`config.mk`:
```
export PLATFORM = sky130hd
export DESIGN_NAME = hpp_port
export DESIGN_NICKNAME = d
export VERILOG_FILES = /design/src/hpp_pkg.sv /design/src/hpp_sync.sv /design/src/hpp_port.sv
export VERILOG_INCLUDE_DIRS = /design/src /design/src/src
export SDC_FILE = /design/constraint.sdc
export NUM_CORES = 1
export LEC_CHECK = 0
export BUFFER_PORTS_ARGS = -buffer_cell sky130_fd_sc_hd__buf_4
export CAP_MARGIN = 15
export CORE_AREA = 2 2 100 102
export DETAILED_ROUTE_END_ITERATION = 10
export DIE_AREA = 0 0 102 104
export PLACE_DENSITY_LB_ADDON = 0.08
export SYNTH_ARGS = -nofsm -noshare
export SYNTH_HDL_FRONTEND = slang
export SYNTH_HIERARCHICAL = 1
export SYNTH_SLANG_ARGS = --single-unit
```
`constraint.sdc`:
```
create_clock -name sys_clk -period 2.36 [get_ports sys_clk]
set_clock_uncertainty 0.15 [all_clocks]
set_input_delay 0.472 -clock sys_clk [delete_from_list [all_inputs] [get_ports sys_clk]]
set_output_delay 0.472 -clock sys_clk [all_outputs]
set_load 0.01 [all_outputs]
```
`src/hpp_defines.svh`:
```
`ifndef HPP_DEFINES_SVH
`define HPP_DEFINES_SVH

// register indices on the three address lines
`define HPP_ADDR_CAUSE   3'h0
`define HPP_ADDR_INDEX   3'h1
`define HPP_ADDR_DATA    3'h2
`define HPP_ADDR_STATUS  3'h3

// field positions
`define HPP_CAUSE_HOOK   0
`define HPP_CAUSE_HOST   1
`define HPP_STAT_HOOK    0
`define HPP_STAT_IDLE    1

// reset values
`define HPP_CAUSE_RST    8'h00
`define HPP_DATA_RST     8'h00

// timing
`define HPP_CLK_HZ       200000000
`define HPP_FRAME_NS     125000
`define HPP_FRAME_CYC    (`HPP_FRAME_NS / 5)
`define HPP_MCLK_DIV     8

`endif

```
`src/hpp_pkg.sv`:
```
package hpp_pkg;
    // power mode out of reset
    typedef enum logic [1:0] {
        HPP_PWR_IDLE   = 2'b00,
        HPP_PWR_DATA   = 2'b01,
        HPP_PWR_VOICE  = 2'b11,
        HPP_PWR_DOWN   = 2'b10
    } hpp_pwr_t;

    // host strobe bundle
    typedef struct packed {
        logic       cs_n;
        logic       rd_n;
        logic       wr_n;
        logic [2:0] addr;
        logic [7:0] data;
    } hpp_bus_t;

    // strobe events after the synchroniser
    typedef struct packed {
        logic       rd_fall;
        logic       wr_rise;
        logic       rd_act;
        logic       wr_act;
        logic [2:0] addr;
        logic [7:0] data;
    } hpp_evt_t;
endpackage

```
`src/hpp_sync.sv`:
```
`include "hpp_defines.svh"
module hpp_sync
    import hpp_pkg::*;
(
    // clock and reset
    input  wire logic     sys_clk,
    input  wire logic     rst,
    // raw host pins
    input  hpp_pkg::hpp_bus_t bus_in,
    // synchronised events
    output hpp_pkg::hpp_evt_t evt
);
    // ------------------------------------------------------------
    // two stage synchroniser plus edge detect
    // ------------------------------------------------------------
    hpp_bus_t s1_reg, s1_next;
    hpp_bus_t s2_reg, s2_next;
    hpp_bus_t s3_reg, s3_next;

    always_comb begin
        s1_next = bus_in;
        s2_next = s1_reg;
        s3_next = s2_reg;
    end

    always_ff @(posedge sys_clk) begin
        if (rst) begin
            s1_reg <= '{cs_n: 1'b1, rd_n: 1'b1, wr_n: 1'b1, default: '0};
            s2_reg <= '{cs_n: 1'b1, rd_n: 1'b1, wr_n: 1'b1, default: '0};
            s3_reg <= '{cs_n: 1'b1, rd_n: 1'b1, wr_n: 1'b1, default: '0};
        end else begin
            s1_reg <= s1_next;
            s2_reg <= s2_next;
            s3_reg <= s3_next;
        end
    end

    // edges only from stages two and three, never stage one
    always_comb begin
        evt.rd_act  = ~s2_reg.cs_n & ~s2_reg.rd_n;
        evt.wr_act  = ~s2_reg.cs_n & ~s2_reg.wr_n;
        // a select that falls after the strobe also opens a read
        evt.rd_fall = evt.rd_act & (s3_reg.rd_n | s3_reg.cs_n); // [RULE_14]
        // write data taken from the last low-strobe sample
        evt.wr_rise = s2_reg.wr_n & ~s3_reg.wr_n & ~s3_reg.cs_n; // [RULE_14]
        evt.addr    = evt.wr_rise ? s3_reg.addr : s2_reg.addr;
        evt.data    = s3_reg.data;
    end
endmodule

```
`src/hpp_port.sv`:
```
// Behaviour
// [RULE_01] three address lines pick the register
// [RULE_02] no access unless select is low
// [RULE_03] eight data bits, bit 0 least significant
// [RULE_04] input on select+write, output on select+read
// [RULE_05] data floats otherwise
// [RULE_06] active low interrupt, updated once per frame; the code also releases it at once on a cause read
// [RULE_07] interrupt holds until cause register read
// [RULE_08] every hook switch edge raises interrupt
// [RULE_09] reset abandons activity, restores initial state
// [RULE_10] leaves reset in idle power mode
// [RULE_11] host clock keeps running during reset
// [RULE_12] read data driven after read strobe falls
// [RULE_13] write captured on write strobe rise
// [RULE_14] strobes synchronised before any state change
`include "hpp_defines.svh"
module hpp_port
    import hpp_pkg::*;
#(
    parameter int FRAME_CYC = `HPP_FRAME_CYC,
    parameter int MCLK_DIV  = `HPP_MCLK_DIV
) (
    // clock and reset
    input  wire logic       sys_clk,
    input  wire logic       rst,
    // host strobes and address
    input  wire logic       cs_n,
    input  wire logic       rd_n,
    input  wire logic       wr_n,
    input  wire logic [2:0] reg_addr,
    // host data bus
    input  wire logic [7:0] host_data_in,
    output logic      [7:0] host_data_out,
    output logic            host_data_oe,
    // interrupt and line side
    input  wire logic       hook_switch_in,
    output logic            irq_n,
    output logic            mclk_out,
    output hpp_pkg::hpp_pwr_t pwr_mode
);
    import hpp_pkg::*;

    hpp_bus_t bus_in;
    hpp_evt_t evt;

    assign bus_in = '{cs_n: cs_n, rd_n: rd_n, wr_n: wr_n,
                      addr: reg_addr, data: host_data_in};

    hpp_sync hpp_sync_i (
        .sys_clk (sys_clk),
        .rst     (rst),
        .bus_in  (bus_in),
        .evt     (evt)
    );

    function automatic logic hit(input logic [2:0] a,
                                 input logic [2:0] r);
        hit = (a == r); // [RULE_01]
    endfunction

    // ------------------------------------------------------------
    // state
    // ------------------------------------------------------------
    logic [7:0] cause_reg,   cause_next;
    logic [7:0] index_reg,   index_next;
    logic [7:0] data_reg,    data_next;
    logic [7:0] dout_reg,    dout_next;
    logic       oe_reg,      oe_next;
    logic       irq_n_reg,   irq_n_next;
    logic       hook_s_reg,  hook_s_next;
    logic       hook_d_reg,  hook_d_next;
    logic       hook_v_reg,  hook_v_next;
    logic [$clog2(FRAME_CYC)-1:0] frm_reg, frm_next;
    // start values stand in for a reset the divider never gets
    logic [$clog2(MCLK_DIV)-1:0]  div_reg = '0, div_next;
    logic       mclk_reg = 1'b0, mclk_next;
    hpp_pwr_t   pwr_reg,     pwr_next;

    logic frame_tick;
    logic [7:0] rd_mux;
    logic cause_rd;
    logic hook_edge;

    // ------------------------------------------------------------
    // frame counter
    // ------------------------------------------------------------
    always_comb begin
        frame_tick = (frm_reg == ($clog2(FRAME_CYC))'(FRAME_CYC - 1));
        frm_next   = frame_tick ? '0 : frm_reg + 1'b1;
    end

    always_ff @(posedge sys_clk) begin
        if (rst) begin // [RULE_09]
            frm_reg <= '0;
        end else begin
            frm_reg <= frm_next;
        end
    end

    // ------------------------------------------------------------
    // host clock divider
    // ------------------------------------------------------------
    // no reset here so the host clock never stops; the start
    // value comes from the declaration
    always_comb begin
        div_next  = (div_reg == ($clog2(MCLK_DIV))'(MCLK_DIV/2 - 1))
                    ? '0 : div_reg + 1'b1; // [RULE_11]
        mclk_next = (div_reg == ($clog2(MCLK_DIV))'(MCLK_DIV/2 - 1))
                    ? ~mclk_reg : mclk_reg;
    end

    always_ff @(posedge sys_clk) begin
        div_reg  <= div_next; // [RULE_11]
        mclk_reg <= mclk_next;
    end

    // ------------------------------------------------------------
    // hook switch
    // ------------------------------------------------------------
    // two flops, then edge detect on the settled pair
    always_comb begin
        hook_s_next = hook_switch_in;
        hook_d_next = hook_s_reg;
        hook_v_next = hook_d_reg;
        hook_edge   = hook_v_reg ^ hook_d_reg; // [RULE_08]
    end

    always_ff @(posedge sys_clk) begin
        if (rst) begin // [RULE_09]
            // idle level of the pulled-up switch, so no false edge
            hook_s_reg <= 1'b1;
            hook_d_reg <= 1'b1;
            hook_v_reg <= 1'b1;
        end else begin
            hook_s_reg <= hook_s_next;
            hook_d_reg <= hook_d_next;
            hook_v_reg <= hook_v_next;
        end
    end

    // ------------------------------------------------------------
    // host access
    // ------------------------------------------------------------
    always_comb begin
        unique case (evt.addr)
            `HPP_ADDR_CAUSE:  rd_mux = cause_reg;
            `HPP_ADDR_INDEX:  rd_mux = index_reg;
            `HPP_ADDR_DATA:   rd_mux = data_reg;
            `HPP_ADDR_STATUS: rd_mux = {6'h00, pwr_reg == HPP_PWR_IDLE,
                                        hook_d_reg};
            default:          rd_mux = 8'h00;
        endcase

        cause_rd  = evt.rd_fall & hit(evt.addr, `HPP_ADDR_CAUSE);
        dout_next = evt.rd_fall ? rd_mux : dout_reg; // [RULE_12]
        oe_next   = evt.rd_act; // [RULE_02] [RULE_04] [RULE_05]

        index_next = index_reg;
        data_next  = data_reg;
        if (evt.wr_rise) begin // [RULE_13]
            if (hit(evt.addr, `HPP_ADDR_INDEX))
                index_next = evt.data;
            if (hit(evt.addr, `HPP_ADDR_DATA))
                data_next = evt.data; // [RULE_03]
        end
    end

    always_ff @(posedge sys_clk) begin
        if (rst) begin // [RULE_09]
            index_reg <= `HPP_DATA_RST;
            data_reg  <= `HPP_DATA_RST;
            dout_reg  <= 8'h00;
            oe_reg    <= 1'b0;
        end else begin
            index_reg <= index_next;
            data_reg  <= data_next;
            dout_reg  <= dout_next;
            oe_reg    <= oe_next;
        end
    end

    // ------------------------------------------------------------
    // interrupt
    // ------------------------------------------------------------
    always_comb begin
        // read clears, but a new hook edge in the same cycle wins
        cause_next = cause_rd ? `HPP_CAUSE_RST : cause_reg; // [RULE_07]
        if (hook_edge)
            cause_next[`HPP_CAUSE_HOOK] = 1'b1; // [RULE_08]

        // pin updated at frame tick only; a cause read releases it
        irq_n_next = irq_n_reg;
        if (cause_rd)
            irq_n_next = 1'b1; // [RULE_07]
        else if (frame_tick)
            irq_n_next = ~(|cause_reg); // [RULE_06]
    end

    always_ff @(posedge sys_clk) begin
        if (rst) begin // [RULE_09]
            cause_reg <= `HPP_CAUSE_RST;
            irq_n_reg <= 1'b1;
        end else begin
            cause_reg <= cause_next;
            irq_n_reg <= irq_n_next;
        end
    end

    // ------------------------------------------------------------
    // power mode
    // ------------------------------------------------------------
    // no mode register here, so the block stays where reset left it
    always_comb begin
        pwr_next = pwr_reg;
    end

    always_ff @(posedge sys_clk) begin
        if (rst) begin
            pwr_reg <= HPP_PWR_IDLE; // [RULE_10]
        end else begin
            pwr_reg <= pwr_next;
        end
    end

    assign host_data_out = dout_reg;
    assign host_data_oe  = oe_reg;
    assign irq_n         = irq_n_reg;
    assign mclk_out      = mclk_reg;
    assign pwr_mode      = pwr_reg;
endmodule

```
### Word-level counts from Yosys, hierarchy flattened

Index checks and enable logic that the tools add are counted.

* bits in registers: 91
* input port bits: 17
* output and inout bits: 13
* logic and storage cells: 57

* add/sub/neg operators: 2
* equality and inequality tests: 5
* multiplexer cells: 4
* bitwise operators: 13
* reductions and logical operators: 6

Operator list (count)
* $pmux 8 s4: 1
* $add 15x1->15 const B: 1
* $eq 15x15->1 const B: 1
* $eq 3x2->1 const B: 3
* $not 1->1: 6
* $and 1x1->1: 5
* $reduce_and 2->1: 2
* $reduce_or 2->1: 2
* $add 3x1->3 const B: 1
* $eq 3x1->1 const B: 1
* $logic_not 3->1: 1
* $mux 3: 1
* $mux 1: 2
* $reduce_bool 2->1: 1
* $or 1x1->1: 1
* $xor 1x1->1: 1

### Depth between registers and ports, before layout

* word-level depth: 8
* depth in mapped cells: 8
* gate-level depth less buffers: 6

### Modules after synthesis

The synthesis kept the hierarchy.

By module, submodules not included
* hpp_port: instances 1, cells each 218, area each 2016.9 um2, seq. area each 991.0 um2
* hpp_sync: instances 1, cells each 103, area each 1261.2 um2, seq. area each 840.8 um2

### Worst setup path after synthesis

No wires, ideal clock.

* path kind: register -> register
* start point: register hpp_sync_i/s2_reg[11] (netlist name)
* end point: register data_reg[0]
* setup time: 0.128 ns
* data arrival time: 1.802 ns
* data required time: 2.082 ns
* slack: 0.281 ns
* stages on the path, launching flop included: 9
* path through: dfxtp_1 -> nor3b_4 -> mux2_2 -> clkbuf_2 -> nor2b_4 -> and3b_1 -> buf_6 -> mux2i_1 -> nor2_1

RTL lines
* start: declaration: RTL line hpp_sync.sv:17 `hpp_bus_t s2_reg, s2_next;`
* start signal: assignment: RTL line hpp_sync.sv:33 `s2_reg <= s2_next;`
* end signal: assignment: RTL line hpp_port.sv:171 `` data_reg <= `HPP_DATA_RST; ``
* end signal: assignment: RTL line hpp_port.sv:176 `data_reg <= data_next;`
* end: declaration: RTL line hpp_port.sv:66 `logic [7:0] data_reg, data_next;`

==> impl_summary.txt <==
----------------------------------------------------
[Floorplanning]
  Count of pins on the block boundary ... 30
  Chip Height ... about 100 um
  Initial core utilization ... 0.343
  Width of the chip ... around 100 um
  Full die area ... ~11000 um^2
  Standard-cell row count ... 36
  Core region area ... 9550 um^2

[Drt]
  Vias per cell ... between 4 and 5
  Initial DRC Count ... 60
  Iteration count of the initial detailed-routing pass ... 4
  Number of vias in the routed layout ... about 2000
  ANT nets after route ... 0
  DRC violations left ... 0
  Routed wire length ... 5340 um
  Post-detailed-route wirelength per cell ... 11.2 um

[Hold path]
  Hold Path Depth ... 2
  Worst min-delay path endpoint ... hpp_sync_i/s1_reg[13]$_SDFF_PP1_
  Hold Path Class ... in2reg
  Beginning of the worst hold path ... cs_n

[Clock tree]
  CTS tree ... yes
  Hold_buf cts ... 0
  Number of instances resized during post-cts repair ... 0
  Clock latency of the later-clocked register in the worst-skew pair ... ~350 ps
  Htree depth ... 3
  Post-CTS setup repair buffer count ... 0
  Cell at the root of the clock tree ... sky130_fd_sc_hd__clkbuf_8
  Clock buffer count from CTS ... 9
  Clock net sink count ... a little over 90
  Worst-case clock buffer depth ... 2
  CTS clock-pin slew for the worst setup and hold paths ... about 100 ps

[Power]
  Gate power share ... 0.035
  Standby leakage power ... 1.43 nW
  Flop pwr share ... 0.596
  Net load switching power ... between 0.0006 and 0.0007 W
  IR drop worst, VDD ... 0.248 mV
  Power density normalized to cell area ... between 700 and 800 nW/um^2
  Internal power ... just over 0.002 W
  Switching fraction of total power ... 0.240
  Clock share of power ... 0.369

[Setup path]
  CP endpoint kind ... flip-flop
  Critical path class ... reg2reg
  End of the worst register-to-register path ... data_reg[5]$_SDFFE_PP0P_
  Largest fanout on the critical path ... 8
  Depth of the worst register-to-register path ... 7
  Worst reg2reg path startpoint ... hpp_sync_i/s3_reg[11]$_SDFF_PP1_
  Cells along the critical path ... nor3b_4 > mux2_2 > nor2b_4 > and3b_1 > buf_4 > mux2i_1 > nor2_1
  CP peak stage delay ... about 460 ps
  First element of the critical path ... hpp_sync_i/s3_reg[11]$_SDFF_PP1_
  Required time of the worst setup path ... roughly 2500 ps
  Setup slack, reg-to-reg ... 170 ps
  Slowest CP cell ... sky130_fd_sc_hd__mux2_2
  Worst setup SP type ... flip-flop
  Arrival time worst endpoint ... 2280 ps

[Yosys]
  Number of instances in the synthesized netlist ... between 300 and 400
  Avg Cell Area, Syn ... approximately 10 um^2
  Combined area of all synthesized cells ... 3270 um^2
  Synth warn ... 6

[Global routing]
  Global-route usage over all layers ... 0.113
  First-pass GRT wire length ... 9150 um
  Antenna violations before repair ... 0
  Via count of the first global-routing pass ... ~1900
  Largest net degree at the start of global routing ... 55
  Remaining Overflow, GRT ... 0

[Finish]
  Final Util ... 0.390
  Register Area ... about 1800 um^2
  Final nets ... 360
  Filler cells ... approximately 970
  Highest-count cells in the layout ignoring fill and taps ... sky130_fd_sc_hd__dfxtp_1 (90), sky130_fd_sc_hd__nor2_1 (37), sky130_fd_sc_hd__nor2b_1 (32), sky130_fd_sc_hd__buf_4 (32), sky130_fd_sc_hd__nand2_1 (19)
  Growth of design area from synthesis to finish ... 13.7%
  Largest register FFs ... 15
  Share of cells above drive strength 1 ... 0.212
  Total inserted antenna cells ... 0
  Area of the multi-input gates ... approximately 1300 um^2
  Most frequent standard cell in the layout excluding fill and tap cells ... sky130_fd_sc_hd__dfxtp_1

[STA]
  Time the worst path needs with I/O delays and setup ... 2190 ps
  Setup repair after global routing missed its margin ... false
  Final setup vio count ... 0
  Number of slew-limit violations in the final report ... 0
  Total negative setup slack ... 0 ps
  Count of final hold-check violations ... 0
  Share of the clock period used by the worst path after layout ... 0.929
  Peak Freq ... 0.456 GHz

[Placed design]
  Port Buffers ... 27
  HPWL after detailed placement ... between 3000 and 4000 um
  Gpl congestion ... 0.765

[Outcome]
  Result of the run ... complete, no violations

[Flow run]
  Max cap viols ... 0

----------------------------------------------------
how the worst max path moves through the flow:
stage | end | cells after the start | slack, ps
3_5_place_dp | data_reg[7]$_SDFFE_PP0P_ | 7 | 170
3_3_place_gp | data_reg[7]$_SDFFE_PP0P_ | 7 | 210
2_1_floorplan | data_reg[0]$_SDFFE_PP0P_ | 8 | 290
4_1_cts | data_reg[0]$_SDFFE_PP0P_ | 7 | 150
6_report | data_reg[5]$_SDFFE_PP0P_ | 7 | 170
5_1_grt | data_reg[5]$_SDFFE_PP0P_ | 7 | 30
final cells by class:
type	count	share of cell area
tap	133	0.0447
timing repair buffer	32	0.0645
multi-input combinational	201	0.344
clock buffer	9	0.0333
clock inverter	7	0.0161
sequential	91	0.492
inverter	5	0.00504
metrics by stage:
stage / total power, W / instance area (um^2) / setup WS (ps) / instances / hold slack (ps)
after detailed placement: 0.00172 / 3540 / 174 / 462 / 244
after CTS: 0.00272 / 3720 / 150 / 478 / 126
after floorplan: 0.00169 / 3280 / 286 / 321 / 239
final: 0.00266 / 3720 / 169 / 478 / 146
after global placement: 0.00172 / 3540 / 215 / 462 / 245
after global routing: 0.00281 / 3720 / 33.0 / 478 / 121
critical path, delay by kind of cell, from the launching register on:
family / cells / cell delay (ps)
simple gates: 4 / 790
mux: 2 / 640
buf+inv: 1 / 150
flops: 1 / 330
power groups by stage:
stage | Combinational [W] | Sequential, W | Clock (W)
global route | 0.000108 | 0.00159 | 0.00111
CTS | 0.0000970 | 0.00159 | 0.00103
detailed placement | 0.0000966 | 0.00162 | 0
global placement | 0.0000960 | 0.00162 | 0
floorplan | 0.0000731 | 0.00162 | 0
finish | 0.0000943 | 0.00159 | 0.000982
layer usage:
layer,track usage,vias to the layer above,part of all wire
met3,0.0410,7,0.039
met5,0,-,0
met2,0.149,31,0.41
met4,0.0486,0,0.016
li1,-,1071,-
met1,0.163,850,0.53
(Power assumes the default switching activity.)
